**config.mk**
```make
export PLATFORM = sky130hd
export DESIGN_NAME = vlqm_regs
export DESIGN_NICKNAME = d
export VERILOG_FILES = /design/src/design/vlqm_pkg.sv /design/src/design/vlqm_fwd_filter.sv /design/src/design/vlqm_regs.sv
export VERILOG_INCLUDE_DIRS = /design/src /design/src/design
export SDC_FILE = /design/constraint.sdc
export NUM_CORES = 1
export LEC_CHECK = 0
export ABC_CLOCK_PERIOD_IN_PS = 1510
export BUFFER_PORTS_ARGS = -buffer_cell sky130_fd_sc_hd__buf_2
export CORE_ASPECT_RATIO = 1.1
export CORE_MARGIN = 4
export CORE_UTILIZATION = 30
export DETAILED_ROUTE_END_ITERATION = 8
export GPL_ROUTABILITY_DRIVEN = 0
export PLACE_DENSITY = 0.56
export SLEW_MARGIN = 20
export SYNTH_ARGS = -nofsm -noshare
export SYNTH_HDL_FRONTEND = slang
export SYNTH_SLANG_ARGS = --single-unit
```
**constraint.sdc**
```tcl
create_clock -name core_clk -period 1.51 [get_ports core_clk]
set_input_delay 0.453 -clock core_clk [delete_from_list [all_inputs] [get_ports core_clk]]
set_output_delay 0.453 -clock core_clk [all_outputs]
set_load 0.03 [all_outputs]
```
**src/design/vlqm_consts.svh**
```systemverilog
`ifndef VLQM_CONSTS_SVH
`define VLQM_CONSTS_SVH

// ==========================================================================
// Register offsets (byte addresses on the register port)
`define VLQM_ADDR_QCTRL    16'h0390
`define VLQM_ADDR_ENTRY0   16'h0400
`define VLQM_ADDR_ENTRY1   16'h0404
`define VLQM_ADDR_VIDX     16'h040C
`define VLQM_ADDR_ACTL     16'h040E

// ==========================================================================
// Reset values
`define VLQM_QCTRL_RST     8'h82
`define VLQM_QMAP_RST      2'h2
`define VLQM_DISCARD_RST   1'h1

// ==========================================================================
// Field positions
`define VLQM_QMAP_HI       7
`define VLQM_QMAP_LO       6
`define VLQM_QRESV_HI      5
`define VLQM_QRESV_LO      2
`define VLQM_DISCARD_BIT   1
`define VLQM_QBIT0_BIT     0
`define VLQM_VALID_BIT     31
`define VLQM_FO_BIT        27
`define VLQM_PRIO_HI       26
`define VLQM_PRIO_LO       24
`define VLQM_MSTI_HI       14
`define VLQM_MSTI_LO       12
`define VLQM_FID_HI        6
`define VLQM_FID_LO        0
`define VLQM_UNTAG_LO_HI   3
`define VLQM_UNTAG_P5_BIT  6
`define VLQM_IDX_HI        11
`define VLQM_START_BIT     7
`define VLQM_ACT_HI        1

`endif

```
**src/design/vlqm_pkg.sv**
```systemverilog
package vlqm_pkg;

  // ========================================================================
  // Table actions and two-queue map codes
  typedef enum logic [1:0] {
    VLQM_ACT_NOP   = 2'b00,
    VLQM_ACT_WRITE = 2'b01,
    VLQM_ACT_READ  = 2'b10,
    VLQM_ACT_CLEAR = 2'b11
  } vlqm_action_t;

  typedef enum logic [1:0] {
    VLQM_QMAP_P3     = 2'b00,
    VLQM_QMAP_UNUSED = 2'b01,
    VLQM_QMAP_P23    = 2'b10,
    VLQM_QMAP_P123   = 2'b11
  } vlqm_qmap_t;

  typedef enum logic {
    VLQM_ST_IDLE = 1'b0,
    VLQM_ST_WAIT = 1'b1
  } vlqm_state_t;

  // ========================================================================
  // One VLAN table entry; untag[4] is port 5, untag[3:0] ports 4..1
  typedef struct packed {
    logic       valid;
    logic       fwdOpt;
    logic [2:0] prio;
    logic [2:0] msti;
    logic [6:0] filter_identifier;
    logic [4:0] untag;
  } vlqm_entry_t;

  // Request to the table memory and its answer
  typedef struct packed {
    logic         req;
    vlqm_action_t action;
    logic [11:0]  index;
    vlqm_entry_t  entry;
  } vlqm_tbl_req_t;

  typedef struct packed {
    logic        done;
    vlqm_entry_t entry;
  } vlqm_tbl_rsp_t;

  // ========================================================================
  // Per-frame forwarding question and answer
  typedef struct packed {
    logic       valid;
    logic [1:0] prio;
    logic       entryFwdOpt;
    logic [4:0] entryPorts;
    logic [4:0] otherPorts;
    logic [4:0] memberPorts;
    logic       mirrorActive;
    logic       mirrorToOther;
  } vlqm_frame_t;

  typedef struct packed {
    logic       valid;
    logic       highQueue;
    logic [4:0] ports;
    logic       drop;
  } vlqm_verdict_t;

endpackage

```
**src/design/vlqm_fwd_filter.sv**
```systemverilog
`timescale 1ns/100ps

module vlqm_fwd_filter (
  // Clock and reset
  input  wire logic                core_clk,
  input  wire logic                arst_n,
  // Settings from the register bank
  input  wire vlqm_pkg::vlqm_qmap_t mapCode,
  input  wire logic                discardEn,
  // Frame question and registered answer
  input  wire vlqm_pkg::vlqm_frame_t frameIn,
  output vlqm_pkg::vlqm_verdict_t   verdictOut
);
  import vlqm_pkg::*;

  // ========================================================================
  // Helpers
  // Code 01 is unused; it falls back to the reset mapping
  function automatic logic mapHigh(input vlqm_qmap_t code,
                                   input logic [1:0] prio);
    case (code)
      VLQM_QMAP_P3:   mapHigh = (prio == 2'h3);
      VLQM_QMAP_P123: mapHigh = (prio != 2'h0);
      default:        mapHigh = prio[1];
    endcase
  endfunction

  function automatic logic oneDest(input logic [4:0] p);
    oneDest = (p != 5'h00) && ((p & (p - 5'h01)) == 5'h00);
  endfunction

  // ========================================================================
  // Decision
  logic [4:0]    basePorts;
  logic          single;
  vlqm_verdict_t verdictNext;

  // Port source, queue choice and membership filtering
  always_comb begin
    basePorts = frameIn.entryFwdOpt ? frameIn.entryPorts
                                    : frameIn.otherPorts;
    single                = oneDest(basePorts);
    verdictNext.valid     = frameIn.valid;
    verdictNext.highQueue = mapHigh(mapCode, frameIn.prio);
    verdictNext.drop      = 1'b0;
    if (discardEn || !single) begin
      verdictNext.ports = basePorts & frameIn.memberPorts;
    end else begin
      // Unconfined single target, but a mirrored copy is not allowed
      verdictNext.drop  = frameIn.mirrorActive
                          && frameIn.mirrorToOther;
      verdictNext.ports = verdictNext.drop ? 5'h00 : basePorts;
    end
  end

  // Answer is registered so the datapath sees a clean flop
  always_ff @(posedge core_clk or negedge arst_n) begin
    if (!arst_n) begin
      verdictOut <= '0;
    end else begin
      verdictOut <= verdictNext;
    end
  end
endmodule

```
**src/design/vlqm_regs.sv**
```systemverilog
`timescale 1ns/100ps
`include "vlqm_consts.svh"

module vlqm_regs (
  // Clock and reset
  input  wire logic                  core_clk,
  input  wire logic                  arst_n,
  // Register port
  input  wire logic [15:0]           regAddr,
  input  wire logic [31:0]           regWrData,
  input  wire logic                  regWrStb,
  input  wire logic                  regRdStb,
  output logic [31:0]                regRdData,
  // Table memory port
  output vlqm_pkg::vlqm_tbl_req_t    tblReq,
  input  wire vlqm_pkg::vlqm_tbl_rsp_t tblRsp,
  output logic                       tableBusy,
  // Frame forwarding port
  input  wire vlqm_pkg::vlqm_frame_t frameIn,
  output vlqm_pkg::vlqm_verdict_t    verdictOut
);
  import vlqm_pkg::*;

  // ========================================================================
  // Word packing, shared by the read path and the checks
  function automatic logic [31:0] packEntry0(input vlqm_entry_t e);
    packEntry0                                 = 32'h0000_0000;
    packEntry0[`VLQM_VALID_BIT]                = e.valid;
    packEntry0[`VLQM_FO_BIT]                   = e.fwdOpt;
    packEntry0[`VLQM_PRIO_HI:`VLQM_PRIO_LO]    = e.prio;
    packEntry0[`VLQM_MSTI_HI:`VLQM_MSTI_LO]    = e.msti;
    packEntry0[`VLQM_FID_HI:`VLQM_FID_LO]      = e.filter_identifier;
  endfunction

  function automatic logic [31:0] packEntry1(input vlqm_entry_t e);
    packEntry1                                 = 32'h0000_0000;
    packEntry1[`VLQM_UNTAG_P5_BIT]             = e.untag[4];
    packEntry1[`VLQM_UNTAG_LO_HI:0]            = e.untag[3:0];
  endfunction

  // ========================================================================
  // Registers and decode
  vlqm_qmap_t    qmapReg;
  logic [3:0]    qResvReg;
  logic          discardReg;
  logic          qBit0Reg;
  vlqm_entry_t   entryReg;
  logic [11:0]   idxReg;
  vlqm_action_t  actionReg;
  vlqm_state_t   stateReg;
  logic          reqReg;
  logic [31:0]   rdDataReg;
  logic [31:0]   rdDataNext;
  logic [31:0]   entry0Word;
  logic [31:0]   entry1Word;
  logic [7:0]    qctrlWord;
  logic          busy;
  logic          wrQctrl;
  logic          wrEntry0;
  logic          wrEntry1;
  logic          wrVidx;
  logic          wrActl;
  logic          startHit;

  // Address decode; staging writes are held off while an action runs
  assign busy     = (stateReg == VLQM_ST_WAIT);
  assign wrQctrl  = regWrStb && (regAddr == `VLQM_ADDR_QCTRL);
  assign wrEntry0 = regWrStb && (regAddr == `VLQM_ADDR_ENTRY0) && !busy;
  assign wrEntry1 = regWrStb && (regAddr == `VLQM_ADDR_ENTRY1) && !busy;
  assign wrVidx   = regWrStb && (regAddr == `VLQM_ADDR_VIDX) && !busy;
  assign wrActl   = regWrStb && (regAddr == `VLQM_ADDR_ACTL) && !busy;
  assign startHit = wrActl && regWrData[`VLQM_START_BIT]
                    && (regWrData[`VLQM_ACT_HI:0] != VLQM_ACT_NOP);

  assign entry0Word = packEntry0(entryReg);
  assign entry1Word = packEntry1(entryReg);
  assign qctrlWord  = {qmapReg, qResvReg, discardReg, qBit0Reg};
  assign tableBusy  = busy;

  // ========================================================================
  // Queue management control word
  always_ff @(posedge core_clk or negedge arst_n) begin
    if (!arst_n) begin
      qmapReg    <= vlqm_qmap_t'(`VLQM_QMAP_RST);
      qResvReg   <= 4'h0;
      discardReg <= `VLQM_DISCARD_RST;
      qBit0Reg   <= 1'b0;
    end else if (wrQctrl) begin
      // Bits 31:8 are not stored at all
      qmapReg    <= vlqm_qmap_t'(regWrData[`VLQM_QMAP_HI:`VLQM_QMAP_LO]);
      qResvReg   <= regWrData[`VLQM_QRESV_HI:`VLQM_QRESV_LO];
      discardReg <= regWrData[`VLQM_DISCARD_BIT];
      qBit0Reg   <= regWrData[`VLQM_QBIT0_BIT];
    end
  end

  // ========================================================================
  // Entry staging: loaded by software or by a finished table read
  always_ff @(posedge core_clk or negedge arst_n) begin
    if (!arst_n) begin
      entryReg <= '0;
    end else if (busy && tblRsp.done && actionReg == VLQM_ACT_READ) begin
      entryReg <= tblRsp.entry;
    end else if (wrEntry0) begin
      entryReg.valid  <= regWrData[`VLQM_VALID_BIT];
      entryReg.fwdOpt <= regWrData[`VLQM_FO_BIT];
      entryReg.prio   <= regWrData[`VLQM_PRIO_HI:`VLQM_PRIO_LO];
      entryReg.msti   <= regWrData[`VLQM_MSTI_HI:`VLQM_MSTI_LO];
      entryReg.filter_identifier    <= regWrData[`VLQM_FID_HI:`VLQM_FID_LO];
    end else if (wrEntry1) begin
      entryReg.untag  <= {regWrData[`VLQM_UNTAG_P5_BIT],
                          regWrData[`VLQM_UNTAG_LO_HI:0]};
    end
  end

  // ========================================================================
  // Index and action fields
  always_ff @(posedge core_clk or negedge arst_n) begin
    if (!arst_n) begin
      idxReg    <= 12'h000;
      actionReg <= VLQM_ACT_NOP;
    end else begin
      if (wrVidx) begin
        idxReg <= regWrData[`VLQM_IDX_HI:0];
      end
      if (wrActl) begin
        actionReg <= vlqm_action_t'(regWrData[`VLQM_ACT_HI:0]);
      end
    end
  end

  // ========================================================================
  // Action sequencer: start is the busy state, so it clears on done.
  // A start with the no-operation action is ignored and issues no request.
  always_ff @(posedge core_clk or negedge arst_n) begin
    if (!arst_n) begin
      stateReg <= VLQM_ST_IDLE;
      reqReg   <= 1'b0;
    end else begin
      reqReg <= 1'b0;
      case (stateReg)
        VLQM_ST_IDLE: begin
          if (startHit) begin
            stateReg <= VLQM_ST_WAIT;
            reqReg   <= 1'b1;
          end
        end
        VLQM_ST_WAIT: begin
          if (tblRsp.done) begin
            stateReg <= VLQM_ST_IDLE;
          end
        end
        default: begin
          stateReg <= VLQM_ST_IDLE;
        end
      endcase
    end
  end

  // Request fields stay stable from the pulse until done;
  // they come straight from flops, so the table sees no glitches
  always_comb begin
    tblReq.req    = reqReg;
    tblReq.action = actionReg;
    tblReq.index  = idxReg;
    tblReq.entry  = entryReg;
  end

  // ========================================================================
  // Read path: data stands only in the cycle after the strobe
  always_comb begin
    rdDataNext = 32'h0000_0000;
    case (regAddr)
      `VLQM_ADDR_QCTRL:  rdDataNext[7:0]  = qctrlWord;
      `VLQM_ADDR_ENTRY0: rdDataNext       = entry0Word;
      `VLQM_ADDR_ENTRY1: rdDataNext       = entry1Word;
      `VLQM_ADDR_VIDX:   rdDataNext[11:0] = idxReg;
      `VLQM_ADDR_ACTL:   rdDataNext[7:0]  = {busy, 5'h00, actionReg};
      default:           rdDataNext       = 32'h0000_0000;
    endcase
  end

  always_ff @(posedge core_clk or negedge arst_n) begin
    if (!arst_n) begin
      rdDataReg <= 32'h0000_0000;
    end else begin
      rdDataReg <= regRdStb ? rdDataNext : 32'h0000_0000;
    end
  end

  assign regRdData = rdDataReg;

  // ========================================================================
  // Forwarding decision
  vlqm_fwd_filter uFwd (
    .core_clk   (core_clk),
    .arst_n     (arst_n),
    .mapCode    (qmapReg),
    .discardEn  (discardReg),
    .frameIn    (frameIn),
    .verdictOut (verdictOut)
  );
endmodule

```
==> flow_summary.ini, run 1 <==
[setup_path]
worst_setup_path_end_kind = flop
worstSetupPathType = in -> reg
cp.required_ns = 1.72
critPathMaxFanout = 5
timing.critical_path.arrival_ns = 2.25
timing.critical_path.from_type = input port

[global_routing]
grt_first_pass_wirelength_um = 17000
vias_in_the_first_global_route = 3176
grt_max_degree = 36
globalRoute.totalOverflow = 0
antenna_found_initial = 0
globalRouteTotalUtil_pct = 17.4

[synth]
syn_area_per_cell_um2 = 11.4
yosysSeqAreaShare_pct = 54.6
synth_warnings = 0
syn-instance-count = 291
ffs_latches_synth = 72
synth.distinct_cells = 43
synthesized_cell_area_um2 = 3300

[cells_and_area]
finish.instance_area_um2 = 5290
n_antenna_cell = 0
layout_commonest_cell = sky130_fd_sc_hd__buf_2
multi_input_comb_area_um2 = 1680
final_net_count = 583
post-route-util_pct = 50.0
area.growth.synth_to_final_pct = 60.2
final_cell_mix = 141 x sky130_fd_sc_hd__buf_2, 70 x sky130_fd_sc_hd__dfrtp_1, 34 x sky130_fd_sc_hd__nand2_1, 32 x sky130_fd_sc_hd__buf_4, 30 x sky130_fd_sc_hd__mux2_2
ff_latch_area_um2 = 1800
post_route_cells_drive_above_1_share_pct = 60.0
fillCellCount = 978

[worst_hold_path]
worst_hold_path_type = in -> reg

[floorplan]
io_pins = 170
fp.dieArea_um2 = 12800
initial_utilization_pct = 31.2
core_region_area_um2 = 10600
floorplan.rows = 39
floorplan.die.height_um = 118
die_width_um = 108

[clock_network]
clock_sink_count = 72
root_buffer = sky130_fd_sc_hd__clkbuf_16
cts-buffers-inserted = 9
tritoncts = done
clock_latency_at_the_later_pin_of_the_worst_skew_pair_ns = 0.33
clock_transition_at_the_registers_of_the_reported_paths_ns = 0.06
h_tree_lvl_count = 3
cts_max_path_buffers = 2

[sta]
max_freq_mhz = 491
timing.clock.skew_ns = 0.00721
timing.final.setup_violations = 67
finalWorstPathRequiredPeriod_ns = 2.04
maxSlewViolCount = 0
rsz0062_at_grt = yes
fin_setup_tns_ns = -30.72
postLayoutSetupSlackWorst_ns = -0.525
ratio_of_final_minimum_period_to_clock_period_pct = 135
final-hold-violation-count = 0

[place]
place_area_um2 = 4530
port_buffers = 145
dp_hpwl_um = 7730

[pwr]
power.density_cell_area_nw_per_um2 = 951
intPower_mw = 3.93
share_comb_of_total_power_pct = 9.2
switchingPower_mw = 1.10
sequentialPowerShare_pct = 38.8
clockPowerShare_pct = 52.1
power.share.switching_pct = 21.8
total_leakage_power_nw = 2.89
ir_drop_mv = 0.415
total_power_mw = 5.03

[run_status]
run_status = finished, violations left
violations = setup timing

[detailed_routing]
totalWireLength_um = 10900
first_pass_iters = 7
avgViaCountPerCell = 4.73
drcViolationCount = 0
route.detailed.wl_per_inst_um = 17.1
routed-via-count = 3002
drtAntennaViolNets = 0
drtIter0Drc = 166

[run]
drv_cap = 0
## flip-flops by register name, indices dropped and copies added (netlist names)
register	flops
qBit0Reg	1
tableBusy	1
discardReg	1
idxReg	12
tblReq	20
actionReg	2
regRdData	20
reqReg	1
uFwd.verdictOut	8
qResvReg	4
qmapReg	2
## what timing repair did
item	4_1_cts	5_1_grt
hold endpoints to repair	14	0
setup endpoints to repair	69	70
hold buffers	1	0
pin swaps	19	23
buffers inserted	4	1
resized for setup	44	35
cloned	4	0
## critical path, stage by stage
cell and delay, ns:
sky130_fd_sc_hd__buf_6 0.09, sky130_fd_sc_hd__or4_4 0.52, sky130_fd_sc_hd__or2_4 0.29, sky130_fd_sc_hd__buf_6 0.13
sky130_fd_sc_hd__nor3_4 0.15, sky130_fd_sc_hd__buf_6 0.13, sky130_fd_sc_hd__nand2b_4 0.07, sky130_fd_sc_hd__buf_6 0.14
sky130_fd_sc_hd__mux2_2 0.27
## metal layers
metal	up-vias	wire length [µm]	track usage [%]
met1	1433	4510	22.3
met3	15	644	2.74
met4	0	208	8.05
li1	1433	-	-
met5	-	0	0
met2	121	5510	28.5
## cell usage after synthesis
cell / number / area share, %
sky130_fd_sc_hd__a211oi_1: 1 / 0.23
sky130_fd_sc_hd__a21oi_1: 8 / 1.2
sky130_fd_sc_hd__a222oi_1: 2 / 0.61
sky130_fd_sc_hd__a22oi_1: 11 / 2.5
sky130_fd_sc_hd__a31oi_1: 1 / 0.19
sky130_fd_sc_hd__a32o_1: 1 / 0.30
sky130_fd_sc_hd__and2_1: 1 / 0.19
sky130_fd_sc_hd__and3_1: 12 / 2.3
sky130_fd_sc_hd__buf_1: 1 / 0.11
sky130_fd_sc_hd__buf_2: 2 / 0.30
sky130_fd_sc_hd__buf_4: 13 / 3.0
sky130_fd_sc_hd__clkbuf_1: 8 / 0.91
sky130_fd_sc_hd__conb_1: 1 / 0.11
sky130_fd_sc_hd__dfrtp_1: 70 / 53
sky130_fd_sc_hd__dfstp_2: 2 / 1.6
sky130_fd_sc_hd__ha_1: 2 / 0.76
sky130_fd_sc_hd__inv_1: 7 / 0.80
sky130_fd_sc_hd__mux2_2: 35 / 12
sky130_fd_sc_hd__mux2i_1: 10 / 3.0
sky130_fd_sc_hd__nand2_1: 34 / 3.9
sky130_fd_sc_hd__nand2_4: 1 / 0.34
sky130_fd_sc_hd__nand2b_1: 2 / 0.38
sky130_fd_sc_hd__nand3_1: 8 / 1.2
sky130_fd_sc_hd__nand4_1: 1 / 0.19
sky130_fd_sc_hd__nand4b_1: 1 / 0.27
sky130_fd_sc_hd__nor2_1: 7 / 0.80
sky130_fd_sc_hd__nor2b_1: 2 / 0.38
sky130_fd_sc_hd__nor3_1: 4 / 0.61
sky130_fd_sc_hd__nor3_2: 1 / 0.30
sky130_fd_sc_hd__nor3b_1: 1 / 0.23
sky130_fd_sc_hd__nor4_1: 4 / 0.76
sky130_fd_sc_hd__nor4_4: 1 / 0.64
sky130_fd_sc_hd__nor4b_1: 1 / 0.27
sky130_fd_sc_hd__o211a_1: 3 / 0.91
sky130_fd_sc_hd__o211ai_1: 5 / 1.1
sky130_fd_sc_hd__o21ai_0: 16 / 2.4
sky130_fd_sc_hd__o21ai_1: 1 / 0.15
sky130_fd_sc_hd__o22ai_1: 1 / 0.19
sky130_fd_sc_hd__or2_2: 2 / 0.38
sky130_fd_sc_hd__or3_1: 2 / 0.38
sky130_fd_sc_hd__or4_1: 3 / 0.68
sky130_fd_sc_hd__xnor2_1: 1 / 0.27
sky130_fd_sc_hd__xor2_1: 1 / 0.27
## stage by stage
step,setup slack (ns),instances,hold WS [ns]
floorplan,-0.969,302,0.157
global placement,-0.944,609,0.346
detailed placement,-1.02,609,0.345
CTS,-0.551,634,0.226
global route,-0.578,635,0.232
finish,-0.525,635,0.235
## power by group through the flow
stage          Clock, mW  Combinational, mW  Sequential (mW)
2_1_floorplan          0              0.156             2.02
3_3_place_gp           0              0.415             1.98
3_5_place_dp           0              0.417             1.99
4_1_cts             2.65              0.448             1.95
5_1_grt             2.77              0.501             1.95
6_report            2.62              0.461             1.95
## final timing paths
| check | startpoint | cells after the start | end | slack, ns |
|---|---|---|---|---|
| worst max-delay path | regAddr[13] | 9 | idxReg[11] | -0.53 |
| worst min-delay path | frameIn[20] | 1 | uFwd.verdictOut[7] | 0.23 |
| worst min register to register | qResvReg[3] | 1 | qResvReg[3] | 0.52 |
| max in group asynchronous | arst_n | 3 | discardReg | 0.43 |
| min in group asynchronous | arst_n | 2 | regRdData[2] | 0.55 |
| worst max register to register | tableBusy | 8 | idxReg[11] | -0.40 |
## final cells by class
class | instances | area share [%]
clock buffers | 9 | 4.26
repair buffers | 195 | 23.4
multi-input cells | 202 | 31.7
flip-flops and latches | 72 | 34.1
inverters | 7 | 0.496
well taps | 143 | 3.38
clock inverters | 7 | 2.70
## cells by family (layout without fill, tap and decap cells)
logic type	after synthesis	count (layout)	share of synthesized area (%)
flip-flops	72	72	54.6
XOR/XNOR	2	2	0.530
other	1	12	0.113
buffers and inverters	31	218	5.07
AND/OR/NAND/NOR	88	91	14.1
adder cells (fa/ha/maj)	2	2	0.757
multiplexers	45	45	15.0
AO/OA/AOI/OAI	50	50	9.85
Power figures use the tool's default switching activity.
==> run 2, diff against run 1 <==
--- a/config.mk
+++ b/config.mk
@@ -8,12 +8,14 @@
 export LEC_CHECK = 0
 export ABC_CLOCK_PERIOD_IN_PS = 1510
 export BUFFER_PORTS_ARGS = -buffer_cell sky130_fd_sc_hd__buf_2
+export CELL_PAD_IN_SITES_DETAIL_PLACEMENT = 0
+export CELL_PAD_IN_SITES_GLOBAL_PLACEMENT = 1
 export CORE_ASPECT_RATIO = 1.1
 export CORE_MARGIN = 4
 export CORE_UTILIZATION = 30
 export DETAILED_ROUTE_END_ITERATION = 8
 export GPL_ROUTABILITY_DRIVEN = 0
-export PLACE_DENSITY = 0.56
+export PLACE_DENSITY = 0.72
 export SLEW_MARGIN = 20
 export SYNTH_ARGS = -nofsm -noshare
 export SYNTH_HDL_FRONTEND = slang
==> flow_summary.ini, run 2 (synthesized netlist as in run 1, its figures left out) <==
[detailed_routing]
totalWireLength_um = 10800
detailroute.wirelength.met2_um = 5590
top_layer = met4
route.detailed.wl_per_inst_um = 17.1
met1Wirelength_um = 4300
routed-wl-met3_um = 608
first_pass_iters = 4
routed-via-count = 3022
drtAntennaViolNets = 0
drcViolationCount = 0
avgViaCountPerCell = 4.77
drtIter0Drc = 96

[floorplan]
floorplan.rows = 39
fp.dieArea_um2 = 12800
floorplan.die.height_um = 118
core_region_area_um2 = 10600
die_width_um = 108
io_pins = 170
initial_utilization_pct = 31.2

[global_routing]
antenna_found_initial = 1
globalRouteTotalUtil_pct = 17.1
grt_first_pass_wirelength_um = 16800
grt_max_degree = 34
globalRoute.totalOverflow = 0
vias_in_the_first_global_route = 3238

[place]
dp_hpwl_um = 7720
dp_slack_ns = -0.988
dp_cells = 604
port_buffers = 145

[run_status]
run_status = finished, violations left
violations = setup timing

[sta]
final-hold-violation-count = 0
maxSlewViolCount = 0
rsz0062_at_grt = yes
timing.clock.skew_ns = 0.00434
finalWorstPathRequiredPeriod_ns = 2.04
max_freq_mhz = 491
ratio_of_final_minimum_period_to_clock_period_pct = 135
timing.final.setup_violations = 69
postLayoutSetupSlackWorst_ns = -0.525

[cells_and_area]
final_net_count = 581
post-route-util_pct = 48.3
area.growth.synth_to_final_pct = 54.8
post_route_cells_drive_above_1_share_pct = 57.1
final_cell_mix = 141 x sky130_fd_sc_hd__buf_2, 70 x sky130_fd_sc_hd__dfrtp_1, 39 x sky130_fd_sc_hd__buf_4, 34 x sky130_fd_sc_hd__nand2_1, 29 x sky130_fd_sc_hd__mux2_2
layout_commonest_cell = sky130_fd_sc_hd__buf_2
post_layout_nonfiller_instances = 633

[pwr]
total_power_mw = 4.49
total_leakage_power_nw = 2.83
ir_drop_mv = 0.498
power.density_cell_area_nw_per_um2 = 877
switchingPower_mw = 1.02
clockPowerShare_pct = 46.0
share_comb_of_total_power_pct = 10.6
power.share.switching_pct = 22.8
intPower_mw = 3.47
sequentialPowerShare_pct = 43.5

[clock_network]
clock_transition_at_the_registers_of_the_reported_paths_ns = 0.05
tritoncts = done
cts_max_path_buffers = 2
h_tree_lvl_count = 3
clock_latency_at_the_later_pin_of_the_worst_skew_pair_ns = 0.33
cts_hold_buf = 0
root_buffer = sky130_fd_sc_hd__clkbuf_16
clock_sink_count = 72
cts-buffers-inserted = 9

[setup_path]
worstSetupPathType = in -> reg
worst_setup_path_end_kind = flop
worst_path_slowest_cell = sky130_fd_sc_hd__or4_4
critical_path.most_common_cell = sky130_fd_sc_hd__buf_6
timing.critical_path.arrival_ns = 2.25
critical-path-max-stage-delay_ns = 0.52
timing.critical_path.from_type = input port
crit_chain = buf_6 > or4_4 > or2_4 > buf_6 > nor3_4 > nand2b_2 > clkbuf_16 > mux2_2
critPathMaxFanout = 6
cp.required_ns = 1.73

[run]
drv_cap = 0

[worst_hold_path]
worst_hold_path_type = in -> async
==> run 2: final timing paths <==
kind	endpoint	from	cells past startpoint	slack, ns
setup / recovery	idxReg[4]	regAddr[13]	8	-0.53
hold / removal	idxReg[11]	arst_n	1	0.02
setup reg to reg	idxReg[4]	tableBusy	7	-0.47
hold reg to reg	qResvReg[3]	qResvReg[3]	1	0.50
max in group asynchronous	regRdData[13]	arst_n	2	1.01
min in group core_clk	uFwd.verdictOut[7]	frameIn[20]	1	0.23
==> run 2: per-stage QoR <==
stage	setup TNS, ns	hold WS (ns)	cell area [µm²]
after CTS	-28.54	0.0156	4960
after global routing	-33.05	0.0315	5120
final	-29.25	0.0171	5120
after floorplan	-47.40	0.157	3420
after global placement	-58.63	0.370	4490
after detailed placement	-60.08	0.371	4490
==> run 2: metal layers <==
metal | vias to the layer above | track usage [%]
met3 | 19 | 2.80
met5 | - | 0
li1 | 1425 | -
met4 | 0 | 9.16
met1 | 1474 | 20.0
met2 | 104 | 29.5
==> run 2: worst max-delay path: cells and delay by family <==
kind | cells | cell delay, ns
buf+inv | 3 | 0.41
mux | 1 | 0.26
simple gates | 4 | 1.12
==> run 2: cell type report <==
cell class	instances	area [µm²]
clock buffer	12	246
multi-input combinational	202	1620
clock inverter	3	42.5
inverter	7	26.3
sequential	72	1800
antenna	1	2.50
tap	143	179
fill	1009	5470
timing repair buffer	193	1190
==> run 2: power by group through the flow <==
| stage | combinational (mW) | clock [mW] | sequential [mW] |
|---|---|---|---|
| floorplan | 0.156 | 0 | 2.02 |
| global placement | 0.409 | 0 | 1.98 |
| detailed placement | 0.413 | 0 | 1.98 |
| CTS | 0.443 | 2.12 | 1.95 |
| global route | 0.516 | 2.20 | 1.95 |
| finish | 0.475 | 2.06 | 1.95 |
==> run 2: timing repair <==
action / 4_1_cts / 5_1_grt
setup endpoints to repair: 69 / 71
pin swaps: 15 / 12
buffers inserted: 6 / 3
resized for setup: 38 / 21
cloned: 3 / 1
